`src/shared/sac_pkg.sv`:
```
// Function
// - ten-bit successive approximation result, right-justified over high and low result registers
// - five-bit channel select field picks the sample-and-hold source
// - die temperature sensor sits on channel 13
// - temperature sensor always powered, no enable bit
// - clock select 001 /8, 101 /16, 010 /32, 110 /64, x11 rc clock
// - rc conversion clock is internal oscillator divided by 16
// - divider selections follow the system clock, rc source does not
// - one full conversion takes eleven conversion-clock periods
// - converter enabled only while converter_on set; writing go while already on and idle starts a conversion
// - completion clears go, sets done flag, loads result registers
// - done flag set at every completion regardless of irq enable
// - flag and enable both set request interrupt, and wake in sleep
// - reference select at bit 0 of control b, reset picks 4.096V regulator
// - clearing go mid-conversion aborts and keeps previous result
// - after abort wait two conversion clocks then start acquisition automatically
// - reset returns all registers to reset values, converter off
// - factory 10-bit temperature calibration at 30 degrees readable by software
// - go reads 0 when idle and 1 throughout a conversion
package sac_pkg;
  // ----------------------------------------------------------------
  // register map
  // ----------------------------------------------------------------
  localparam logic [3:0] SAC_ADDR_CTRL_A = 4'h0;
  localparam logic [3:0] SAC_ADDR_CTRL_B = 4'h1;
  localparam logic [3:0] SAC_ADDR_RES_HI = 4'h2;
  localparam logic [3:0] SAC_ADDR_RES_LO = 4'h3;
  localparam logic [3:0] SAC_ADDR_FLAG = 4'h4;
  localparam logic [3:0] SAC_ADDR_IRQEN = 4'h5;
  localparam logic [3:0] SAC_ADDR_CAL_HI = 4'h6;
  localparam logic [3:0] SAC_ADDR_CAL_LO = 4'h7;
  localparam logic [3:0] SAC_ADDR_STATUS = 4'h8;
  localparam logic [15:0] SAC_CAL_NVM_ADDR = 16'h2084;

  // ----------------------------------------------------------------
  // fields
  // ----------------------------------------------------------------
  localparam int SAC_BIT_ON = 0;
  localparam int SAC_BIT_GO = 1;
  localparam int SAC_CHS_LSB = 2;
  localparam int SAC_CS_LSB = 4;
  localparam int SAC_BIT_REF = 0;
  localparam logic [4:0] SAC_CH_TEMP = 5'h0D;
  localparam logic [2:0] SAC_CS_DIV8 = 3'h1;
  localparam logic [2:0] SAC_CS_DIV16 = 3'h5;
  localparam logic [2:0] SAC_CS_DIV32 = 3'h2;
  localparam logic [2:0] SAC_CS_DIV64 = 3'h6;
  localparam logic [1:0] SAC_CS_RC_LOW = 2'h3;
  localparam logic [6:0] SAC_DIV8_M1 = 7'h07;
  localparam logic [6:0] SAC_DIV16_M1 = 7'h0F;
  localparam logic [6:0] SAC_DIV32_M1 = 7'h1F;
  localparam logic [6:0] SAC_DIV64_M1 = 7'h3F;
  localparam logic [3:0] SAC_RC_DIV_M1 = 4'hF;
  localparam logic [3:0] SAC_CONV_TAD = 4'hB;
  localparam logic [3:0] SAC_ABORT_TAD = 4'h2;
  localparam logic [7:0] SAC_RESET_BYTE = 8'h00;

  typedef enum logic [1:0] {SAC_IDLE, SAC_CONV, SAC_WAIT} sac_state_t;

  typedef struct packed {
    logic [3:0] addr;
    logic [7:0] wdata;
    logic wr;
    logic rd;
  } sac_bus_t;

  typedef struct packed {
    logic cmp_start;
    logic [3:0] cmp_bit;
    logic cmp_valid;
  } sac_ana_t;
endpackage

```
`src/rtl/sac_tad_gen.sv`:
```
`timescale 1ns/1ps
// ------------------------------------------------------------------
// conversion clock enable generator
// ------------------------------------------------------------------
module sac_tad_gen
  import sac_pkg::*;
(
  input wire logic mclk,
  input wire logic reset_n,
  input wire logic run,
  input wire logic [2:0] clk_sel,
  input wire logic rc_osc_tick,
  output logic tad_tick
);
  typedef struct packed {
    logic [6:0] cnt;
    logic [3:0] rc_cnt;
  } sac_tad_st_t;

  sac_tad_st_t st_r;
  sac_tad_st_t st_nxt;
  logic [6:0] lim;
  logic use_rc;

  always_comb
  begin
    use_rc = (clk_sel[1:0] == SAC_CS_RC_LOW);
    unique case (clk_sel)
      SAC_CS_DIV8: lim = SAC_DIV8_M1;
      SAC_CS_DIV16: lim = SAC_DIV16_M1;
      SAC_CS_DIV32: lim = SAC_DIV32_M1;
      SAC_CS_DIV64: lim = SAC_DIV64_M1;
      // reserved codes fall back to the slowest safe rate
      default: lim = SAC_DIV64_M1;
    endcase
  end

  always_comb
  begin
    st_nxt = st_r;
    tad_tick = 1'b0;
    if (!run)
    begin
      st_nxt.cnt = '0;
      st_nxt.rc_cnt = '0;
    end
    else if (use_rc)
    begin
      // rc path ignores mclk rate, only the oscillator tick counts
      if (rc_osc_tick)
      begin
        if (st_r.rc_cnt == SAC_RC_DIV_M1)
        begin
          st_nxt.rc_cnt = '0;
          tad_tick = 1'b1;
        end
        else
          st_nxt.rc_cnt = st_r.rc_cnt + 4'h1;
      end
    end
    else if (st_r.cnt >= lim)
    begin
      st_nxt.cnt = '0;
      tad_tick = 1'b1;
    end
    else
      st_nxt.cnt = st_r.cnt + 7'h01;
  end

  always_ff @(posedge mclk or negedge reset_n)
  begin
    if (!reset_n)
      st_r <= '0;
    else
      st_r <= st_nxt;
  end
endmodule

```
`src/rtl/sac_ctrl.sv`:
```
`timescale 1ns/1ps
// ------------------------------------------------------------------
// successive approximation converter control
// ------------------------------------------------------------------
module sac_ctrl
  import sac_pkg::*;
#(
  parameter int RES_W = 10,
  parameter logic [9:0] CAL_30C = 10'h200
)
(
  input wire logic mclk,
  input wire logic reset_n,
  input wire sac_bus_t bus,
  output logic [7:0] rdata,
  input wire logic rc_osc_tick,
  input wire logic sleep_mode,
  input wire logic cmp_hi,
  output logic [4:0] channel_select_field,
  output logic die_temperature_channel,
  output logic temp_sensor_on,
  output logic reference_select,
  output logic converter_on,
  output logic sample_hold,
  output logic [RES_W-1:0] dac_code,
  output logic irq_req,
  output logic wake_req
);
  typedef struct packed {
    sac_state_t state;
    logic on;
    logic go;
    logic [4:0] chs;
    logic [2:0] cs;
    logic ref_sel;
    logic done_flag;
    logic irq_en;
    logic [RES_W-1:0] res;
    logic [RES_W-1:0] sar;
    logic [3:0] tad_cnt;
    logic tad_rst;
    logic [7:0] rdata;
  } sac_st_t;

  sac_st_t st_r;
  sac_st_t st_nxt;
  logic tad_tick;
  logic wr_a;
  logic wr_flag;

  // ----------------------------------------------------------------
  // conversion clock
  // ----------------------------------------------------------------
  sac_tad_gen u_tad
  (
    .mclk(mclk),
    .reset_n(reset_n),
    .run(st_r.on && st_r.state != SAC_IDLE && !st_r.tad_rst),
    .clk_sel(st_r.cs),
    .rc_osc_tick(rc_osc_tick),
    .tad_tick(tad_tick)
  );

  assign wr_a = bus.wr && bus.addr == SAC_ADDR_CTRL_A;
  assign wr_flag = bus.wr && bus.addr == SAC_ADDR_FLAG;

  // ----------------------------------------------------------------
  // next state
  // ----------------------------------------------------------------
  always_comb
  begin
    st_nxt = st_r;
    st_nxt.tad_rst = 1'b0;
    // register writes
    if (wr_a)
    begin
      st_nxt.on = bus.wdata[SAC_BIT_ON];
      st_nxt.chs = bus.wdata[SAC_CHS_LSB +: 5];
      // go only takes when converter was already on
      st_nxt.go = bus.wdata[SAC_BIT_GO] && bus.wdata[SAC_BIT_ON] && st_r.on;
    end
    if (bus.wr && bus.addr == SAC_ADDR_CTRL_B)
    begin
      st_nxt.cs = bus.wdata[SAC_CS_LSB +: 3];
      st_nxt.ref_sel = bus.wdata[SAC_BIT_REF];
    end
    if (bus.wr && bus.addr == SAC_ADDR_IRQEN)
      st_nxt.irq_en = bus.wdata[0];
    // software clear of the flag; completion below wins
    if (wr_flag)
      st_nxt.done_flag = bus.wdata[0];

    unique case (st_r.state)
      SAC_IDLE:
      begin
        if (wr_a && st_nxt.go)
        begin
          st_nxt.state = SAC_CONV;
          st_nxt.tad_cnt = '0;
          st_nxt.sar = '0;
        end
      end
      SAC_CONV:
      begin
        if (!st_nxt.on)
        begin
          st_nxt.state = SAC_IDLE;
          st_nxt.go = 1'b0;
        end
        else if (!st_nxt.go)
        begin
          // aborted: result kept
          st_nxt.state = SAC_WAIT;
          st_nxt.tad_cnt = '0;
          // restart the divider, else a part-spent period shortens the wait
          st_nxt.tad_rst = 1'b1;
        end
        else if (tad_tick)
        begin
          st_nxt.tad_cnt = st_r.tad_cnt + 4'h1;
          // tad 0 samples, tads 1..10 resolve one bit each
          if (st_r.tad_cnt != 4'h0)
            st_nxt.sar[RES_W[3:0] - st_r.tad_cnt] = cmp_hi;
          if (st_r.tad_cnt == SAC_CONV_TAD - 4'h1)
          begin
            st_nxt.state = SAC_IDLE;
            st_nxt.go = 1'b0;
            st_nxt.done_flag = 1'b1;
            st_nxt.res = st_nxt.sar;
          end
        end
      end
      SAC_WAIT:
      begin
        // a start during the wait is refused, so go never sticks at 1 in idle
        st_nxt.go = 1'b0;
        if (!st_nxt.on)
          st_nxt.state = SAC_IDLE;
        else if (tad_tick)
        begin
          st_nxt.tad_cnt = st_r.tad_cnt + 4'h1;
          // acquisition restarts on the held channel
          if (st_r.tad_cnt == SAC_ABORT_TAD - 4'h1)
            st_nxt.state = SAC_IDLE;
        end
      end
      default:
        st_nxt.state = SAC_IDLE;
    endcase

    // read port, data one cycle after the strobe
    st_nxt.rdata = '0;
    if (bus.rd)
    begin
      unique case (bus.addr)
        SAC_ADDR_CTRL_A:
          st_nxt.rdata = {1'b0, st_r.chs, st_r.go, st_r.on};
        SAC_ADDR_CTRL_B:
          st_nxt.rdata = {1'b0, st_r.cs, 3'h0, st_r.ref_sel};
        SAC_ADDR_RES_HI:
          st_nxt.rdata = {6'h00, st_r.res[9:8]};
        SAC_ADDR_RES_LO:
          st_nxt.rdata = st_r.res[7:0];
        SAC_ADDR_FLAG:
          st_nxt.rdata = {7'h00, st_r.done_flag};
        SAC_ADDR_IRQEN:
          st_nxt.rdata = {7'h00, st_r.irq_en};
        SAC_ADDR_CAL_HI:
          st_nxt.rdata = {6'h00, CAL_30C[9:8]};
        SAC_ADDR_CAL_LO:
          st_nxt.rdata = CAL_30C[7:0];
        SAC_ADDR_STATUS:
          st_nxt.rdata = {6'h00, st_r.state};
        default:
          st_nxt.rdata = SAC_RESET_BYTE;
      endcase
    end
  end

  // ----------------------------------------------------------------
  // state register
  // ----------------------------------------------------------------
  always_ff @(posedge mclk or negedge reset_n)
  begin
    if (!reset_n)
      st_r <= '0;
    else
      st_r <= st_nxt;
  end

  // ----------------------------------------------------------------
  // outputs
  // ----------------------------------------------------------------
  assign rdata = st_r.rdata;
  assign channel_select_field = st_r.chs;
  assign die_temperature_channel = (st_r.chs == SAC_CH_TEMP);
  assign temp_sensor_on = 1'b1;
  assign reference_select = st_r.ref_sel;
  assign converter_on = st_r.on;
  // sampling while enabled and not resolving bits
  assign sample_hold = st_r.on && !(st_r.state == SAC_CONV && st_r.tad_cnt != 4'h0);
  // trial code: settled bits plus the bit under test
  always_comb
  begin
    dac_code = st_r.sar;
    if (st_r.state == SAC_CONV && st_r.tad_cnt != 4'h0)
      dac_code[RES_W[3:0] - st_r.tad_cnt] = 1'b1;
  end
  assign irq_req = st_r.done_flag && st_r.irq_en;
  assign wake_req = irq_req && sleep_mode;
endmodule

```
`config.mk`:
```
export PLATFORM = sky130hd
export DESIGN_NAME = sac_ctrl
export DESIGN_NICKNAME = d
export VERILOG_FILES = /design/src/shared/sac_pkg.sv /design/src/rtl/sac_tad_gen.sv /design/src/rtl/sac_ctrl.sv
export SDC_FILE = /design/constraint.sdc
export NUM_CORES = 1
export LEC_CHECK = 0
export BUFFER_PORTS_ARGS = -buffer_cell sky130_fd_sc_hd__buf_2
export CAP_MARGIN = 5
export CELL_PAD_IN_SITES_DETAIL_PLACEMENT = 0
export CELL_PAD_IN_SITES_GLOBAL_PLACEMENT = 2
export CORE_MARGIN = 3
export CORE_UTILIZATION = 32
export DETAILED_ROUTE_END_ITERATION = 16
export HOLD_SLACK_MARGIN = 0.03
export PLACE_DENSITY_LB_ADDON = 0.1
export SYNTH_ARGS = -nofsm -noshare
export SYNTH_HDL_FRONTEND = slang
export SYNTH_SLANG_ARGS = --single-unit
```
`constraint.sdc`:
```
create_clock -name mclk -period 2.48 [get_ports mclk]
set_input_delay 0.124 -clock mclk [delete_from_list [all_inputs] [get_ports mclk]]
set_output_delay 0.124 -clock mclk [all_outputs]
set_load 0.1 [all_outputs]
```
==> flow_summary_export.csv, run 1 <==
group,metric,value,unit
clock_network,clk_latency,0.34,ns
critical_path,cp-start-kind,"flip-flop",
critical_path,critPathKind,"flip-flop to flip-flop",
logic_synthesis,synth_top_family_by_area,"compound AO/OA/AOI/OAI gates",
critical_path,r2r_start,"st_r[37]$_DFFE_PN0P_",
floorplan,die_area,12430,µm²
detailed_routing,dr.pass1.iters,4,
detailed_routing,drtIter0Drc,144,
global_routing,grt_pass1_wl,16130,µm
sta,drv_slew,0,
placed_design,dpl_cell_area,4180,µm²
clock_network,clk_path_buf_depth,2,
sta,tns,0,ns
sta,skew,0.009813,ns
floorplan,dieWidth,111.5,µm
critical_path,required,2.71,ns
critical_path,end_kind,"flip-flop",
floorplan,row_count,37,
logic_synthesis,yosys.area.top_type_share,41.48,%
flow_run,drv_cap,0,
placed_design,gp_congestion,0.7396,
clock_network,tritoncts,"done",
final_layout,final_nets,494,
outcome,outcome,"finished, final reports clean",
floorplan,io_pins,49,
logic_synthesis,synth-compound-area-share,20.67,%
logic_synthesis,synth_edf_count,0,
logic_synthesis,ys_ff_latch,59,
clock_network,clock_tree.root_cell,"clkbuf_8",
power,peakVddDrop,404.5,µV
final_layout,drive_above_1_share,30.19,%
logic_synthesis,yosys.area_share.simple,16.91,%
final_layout,seqCellArea,1483,µm²
logic_synthesis,synthFlopType,"dfrtp_1",
sta,timing.final.crit_share,99.96,%
global_routing,grt_usage,15.97,%
clock_network,path_clk_slew,0.07,ns
global_routing,antenna_found_initial,0,
final_layout,final_area,4621,µm²
logic_synthesis,synth_warnings,0,
sta,slew_headroom,64.12,%
detailed_routing,drc,0,
detailed_routing,drt_wl_total,9805,µm
sta,tightestPinTransition,0.5362,ns
clock_network,htree_levels,3,
placed_design,portBuffers,46,
hold_path,hp-start,"bus[6]",
placed_design,hpwl,7126,µm
sta,min_period,2.479,ns
clock_network,cts_inserted_buffers,9,
logic_synthesis,synth_area_leaders,"dfrtp_1 (41%), mux2i_1 (5.9%), o21ai_0 (5.3%)",
sta,fmaxAchievable,403.4,MHz
final_layout,fillers,1072,
global_routing,globalRouteOverflowTotal,0,
power,p_per_area,807.5,nW/µm²
detailed_routing,ant_nets,0,
sta,hold_viol,0,
sta,finalSetupViolations,0,
detailed_routing,routedWlPerCell,16.26,µm
sta,rsz0062_at_grt,"yes",
logic_synthesis,yosys.area.top_type,"dfrtp_1",
logic_synthesis,ys_seq_area_share,41.48,%
floorplan,initial_core_util,33.72,%
logic_synthesis,synth-adder-area-share,4.569,%
critical_path,worstPathMaxFanout,4,
final_layout,final_cell_mix,"dfrtp_1 (56), nand2_1 (40), nor2_1 (37), buf_2 (37), buf_4 (35)",
floorplan,die_h,111.5,µm
global_routing,grt_max_degree,40,
final_layout,antenna_cells,0,
floorplan,core_area,10560,µm²
final_layout,area_delta_synth_final,29.81,%
logic_synthesis,synth_cells,390,
logic_synthesis,syn_avg_cell_area,9.127,µm²
logic_synthesis,synth-xor-area-share,0.4921,%
detailed_routing,vias_per_cell,5.075,
logic_synthesis,synth_cell_types,55,
critical_path,arrival,2.71,ns
logic_synthesis,synth.area.mux_share,9.701,%
logic_synthesis,synthArstFlopShare,100.0,%
hold_path,hold_class,"primary input to flip-flop",
logic_synthesis,syn_nets,422,
final_layout,multi_input_area,1959,µm²
detailed_routing,routed-via-count,3060,
critical_path,critPathLaunch,"st_r[37]$_DFFE_PN0P_",
power,leakagePower,0.002209,µW
clock_network,cts.sinks,59,
final_layout,final_common_cell,"dfrtp_1",
logic_synthesis,syn_area,3560,µm²
global_routing,grt_pass1_vias,3027,
==> per-stage QoR <==
stage / hold slack (ns) / cells / setup slack (ns) / util (%) / power, µW
floorplan: -0.1716 / 390 / 0.005835 / - / 2165
global placement: 0.1313 / 574 / -0.09314 / 39.60 / 2595
detailed placement: 0.1374 / 574 / -0.1247 / 39.60 / 2604
CTS: 0.03099 / 597 / 0.006258 / 42.61 / 3689
global route: 0.04305 / 603 / -0.09618 / 43.78 / 3933
finish: 0.04843 / 603 / 0.001076 / 43.78 / 3731
==> power breakdown <==
part / internal, µW / switching, µW / total, µW
clock network: 620 / 405 / 1020
registers: 1060 / 89.6 / 1150
logic: 526 / 1030 / 1560
==> kinds of logic (layout without fill, tap and decap cells) <==
| family | Yosys count | after routing |
|---|---|---|
| compound gates | 113 | 113 |
| other cells | 1 | 1 |
| mux | 33 | 33 |
| xor+xnor | 2 | 2 |
| buf+inv | 42 | 119 |
| fa+ha+maj | 13 | 13 |
| flops | 59 | 59 |
| simple gates | 127 | 127 |
==> state kept, by name, indices dropped and copies added (netlist names) <==
register and flops:
channel_select_field 5, converter_on 1, rdata 8, reference_select 1, st_r 33, u_tad.st_r 11
==> final timing paths <==
check                                                           end  slack, ns  cells after the start
max in group asynchronous                    converter_on$_DFF_PN0_       1.57                      3
worst max-delay path                            st_r[9]$_DFFE_PN0P_      0.001                      9
worst min register to register                 st_r[31]$_DFFE_PN0P_       0.49                      2
worst max register to register                  st_r[9]$_DFFE_PN0P_      0.001                      9
min in group asynchronous                 u_tad.st_r[7]$_DFFE_PN0P_       0.29                      2
worst min-delay path            channel_select_field[2]$_DFFE_PN0P_       0.05                      2
==> cell type report <==
class,count,share of cell area (%)
multi-input combinational,289,42.40
sequential,59,32.09
timing repair buffer,90,15.84
tap,136,3.683
clock buffer,12,3.358
clock inverter,4,1.571
inverter,13,1.056
==> Yosys cell counts, types with 5 or more instances <==
| cell type | count |
|---|---|
| o21ai_0 | 38 |
| a21oi_1 | 25 |
| mux2i_1 | 21 |
| and2_1 | 5 |
| mux2_2 | 10 |
| nand3_1 | 12 |
| a21o_1 | 8 |
| nor2_1 | 39 |
| dfrtp_1 | 59 |
| nand2b_1 | 5 |
| a31o_2 | 5 |
| o21ai_1 | 6 |
| buf_4 | 15 |
| nand2_1 | 40 |
| clkbuf_1 | 11 |
| and3_1 | 6 |
| inv_1 | 13 |
| ha_1 | 13 |
==> routing by layer <==
layer  wire length [µm]  up-vias  GRT usage [%]
met5                  0        -              0
met4                 53        0          3.893
met3                536        7          3.641
met2               4360       77          23.92
met1               4854     1449          23.37
li1                   -     1527              -
==> worst max-delay path, stage by stage (launching register included) <==
cell and delay (ns):
dfrtp_1 0.40, nand2b_4 0.15, o21ai_2 0.05, ha_1 0.28, and4b_1 0.24, nand3_4 0.11, a211oi_4 0.40, o311ai_4 0.18
a21o_1 0.24, mux2_4 0.31
==> timing repair <==
item                       CTS  global route
cloned                       0             1
setup endpoints to repair   21            36
pin swaps                    5            10
hold buffers                 5             0
setup buffers                2             5
hold endpoints to repair    24             0
gates resized for setup      4            32
Power figures use the tool's default switching activity.
==> inputs of run 2 (changes only) <==
==> constraint.sdc (replaced) <==
create_clock -name mclk -period 2.48 [get_ports mclk]
set_input_delay 0.124 -clock mclk [delete_from_list [all_inputs] [get_ports mclk]]
set_output_delay 0.124 -clock mclk [all_outputs]
set_load 0.01 [all_outputs]
==> run 2 against run 1 <==
Compared with the run above: combinational power shrank 18%; sequential cell count is the same; design area fell by 4.6%; critical path type unchanged; critical endpoint is now st_r[46]$_DFFE_PN0P_; highest routed layer unchanged.
==> flow_summary_export.csv, run 2 (synthesis gave the netlist of run 1 again) <==
group,metric,value,unit
detailed_routing,drtIter0Drc,187,
critical_path,crit_family,"simple AND/OR/NAND/NOR gates",
final_layout,area_delta_synth_final,23.80,%
placed_design,gp_congestion,0.7617,
power,p_per_area,747.9,nW/µm²
power,leakagePower,0.002164,µW
critical_path,crit_buf_inv,0,
final_layout,final_cell_mix,"dfrtp_1 (59), buf_2 (46), nand2_1 (40)",
sta,min_period,2.462,ns
clock_network,cts_inserted_buffers,9,
power,p_sw,1211,µW
final_layout,drive_above_1_share,28.20,%
critical_path,worstPathMaxFanout,4,
power,sw_frac_of_total,36.74,%
clock_network,htree_levels,3,
critical_path,critPathKind,"flip-flop to flip-flop",
power,peakVddDrop,295.7,µV
final_layout,final_nets,489,
critical_path,cp_num_cells,9,
floorplan,dieWidth,111.5,µm
sta,tns,0,ns
hold_path,hold_path_end,"channel_select_field[4]$_DFFE_PN0P_",
critical_path,regToRegEndpoint,"st_r[46]$_DFFE_PN0P_",
floorplan,row_count,37,
clock_network,cts.sinks,59,
sta,slew_headroom,50.75,%
global_routing,globalRouteOverflowTotal,0,
placed_design,hpwl,7140,µm
detailed_routing,vias_per_cell,5.127,
critical_path,arrival,2.68,ns
hold_path,hold_class,"primary input to flip-flop",
final_layout,regMostFlops,"st_r",
hold_path,hp-start,"bus[8]",
critical_path,crit_chain,"nand2b_4 -> o21ai_2 -> ha_1 -> and4b_1 -> nand3_2 -> a211oi_4 -> a31oi_2 -> nor3_2 -> mux2_4",
sta,drv_slew,0,
floorplan,core_area,10560,µm²
outcome,outcome,"finished, final reports clean",
sta,tightestPinTransition,0.7388,ns
final_layout,final_common_cell,"dfrtp_1",
final_layout,largest_reg_flops,33,
clock_network,path_clk_slew,0.07,ns
flow_run,drv_cap,0,
detailed_routing,routed-via-count,3061,
sta,skew,0.01503,ns
critical_path,crit_path_max_incr_delay,0.41,ns
floorplan,die_h,111.5,µm
placed_design,portBuffers,46,
power,sequentialPowerShare,34.0,%
detailed_routing,drt_wl_total,9872,µm
power,pwr-share-comb,38.9,%
floorplan,die_area,12430,µm²
global_routing,antenna_found_initial,0,
sta,rsz0062_at_grt,"yes",
sta,timing.final.crit_share,99.27,%
clock_network,clk_path_buf_depth,2,
sta,fmaxAchievable,406.2,MHz
clock_network,clk_latency,0.34,ns
power,pwr-share-clk,27.0,%
critical_path,end_kind,"flip-flop",
sta,hold_viol,0,
detailed_routing,drc,0,
critical_path,cp-start-kind,"flip-flop",
global_routing,grt_pass1_wl,16190,µm
detailed_routing,routedWlPerCell,16.54,µm
final_layout,fillers,1111,
critical_path,required,2.70,ns
final_layout,fin_util,41.75,%
power,p_int,2085,µW
global_routing,grt_max_degree,31,
critical_path,r2r_slack,0.02,ns
detailed_routing,dr.pass1.iters,4,
global_routing,grt_pass1_vias,2993,
detailed_routing,ant_nets,0,
clock_network,tritoncts,"done",
critical_path,slowest_stage,"a211oi_4",
critical_path,worst_r2r_path_depth,9,
sta,finalSetupViolations,0,
sta,hold_ws,0.04812,ns
clock_network,clock_tree.root_cell,"clkbuf_8",
critical_path,r2r_start,"st_r[37]$_DFFE_PN0P_",
final_layout,antenna_cells,0,
floorplan,io_pins,49,
floorplan,initial_core_util,33.72,%
global_routing,grt_usage,16.23,%
hold_path,min_path_cells,2,
-- run 2: worst max path at each step --
stage                               startpoint                   end  slack, ns
after global routing      st_r[36]$_DFFE_PN0P_  st_r[46]$_DFFE_PN0P_      -0.09
after detailed placement  st_r[37]$_DFFE_PN0P_   st_r[9]$_DFFE_PN0P_      -0.05
after floorplan           st_r[37]$_DFFE_PN0P_   st_r[9]$_DFFE_PN0P_       0.02
after global placement    st_r[37]$_DFFE_PN0P_   st_r[9]$_DFFE_PN0P_     -0.008
after CTS                 st_r[37]$_DFFE_PN0P_   st_r[9]$_DFFE_PN0P_      -0.02
final                     st_r[37]$_DFFE_PN0P_  st_r[46]$_DFFE_PN0P_       0.02
-- run 2: metal layers --
layer / routed length [µm] / GRT usage, % / vias to the layer above
met2: 4351 / 23.72 / 65
met5: 0 / 0 / -
met1: 5046 / 24.28 / 1473
li1: - / - / 1517
met4: 75 / 3.163 / 0
met3: 399 / 4.130 / 6
-- run 2: final cells by class --
type / instances / area (µm²) / share of cell area, %
clock inverters: 5 / 53.80 / 1.221
repair buffers: 85 / 563.0 / 12.78
multi-input cells: 289 / 1957 / 44.41
well taps: 136 / 170.2 / 3.861
flip-flops and latches: 59 / 1476 / 33.50
clock buffers: 10 / 137.6 / 3.123
inverters: 13 / 48.80 / 1.107
-- run 2: power by group through the flow --
stage	sequential, µW	combinational, µW	clock [µW]
after detailed placement	1140	1130	0
after global routing	1140	1420	978
after CTS	1120	1150	922
final	1120	1280	891
after floorplan	1140	684	0
after global placement	1140	1120	0
-- run 2: worst register-to-register path, delay by kind of cell, from the launching register on --
family / cells / cell delay, ns
adders and majority gates: 1 / 0.30
AOI/OAI and AO/OA: 3 / 0.63
muxes: 1 / 0.32
DFF: 1 / 0.38
and+or+nand+nor: 4 / 0.73
-- run 2: metrics by stage --
step                cell area, µm²  cells  worst slack, ns  total power, µW
finish                        4407    597          0.01800             3296
global route                  4407    597         -0.09041             3537
CTS                           4274    592         -0.02321             3190
detailed placement            4030    573         -0.04514             2265
global placement              4030    573        -0.007866             2259
floorplan                     3560    390          0.02019             1822
-- run 2: repair_timing --
action / CTS / global route
pin swaps: 1 / 9
endpoints found under the hold margin: 32 / 1
buffers inserted: 0 / 3
gates cloned: 0 / 1
gates resized for setup: 2 / 26
hold buffers: 4 / 1
setup endpoints to repair: 5 / 31
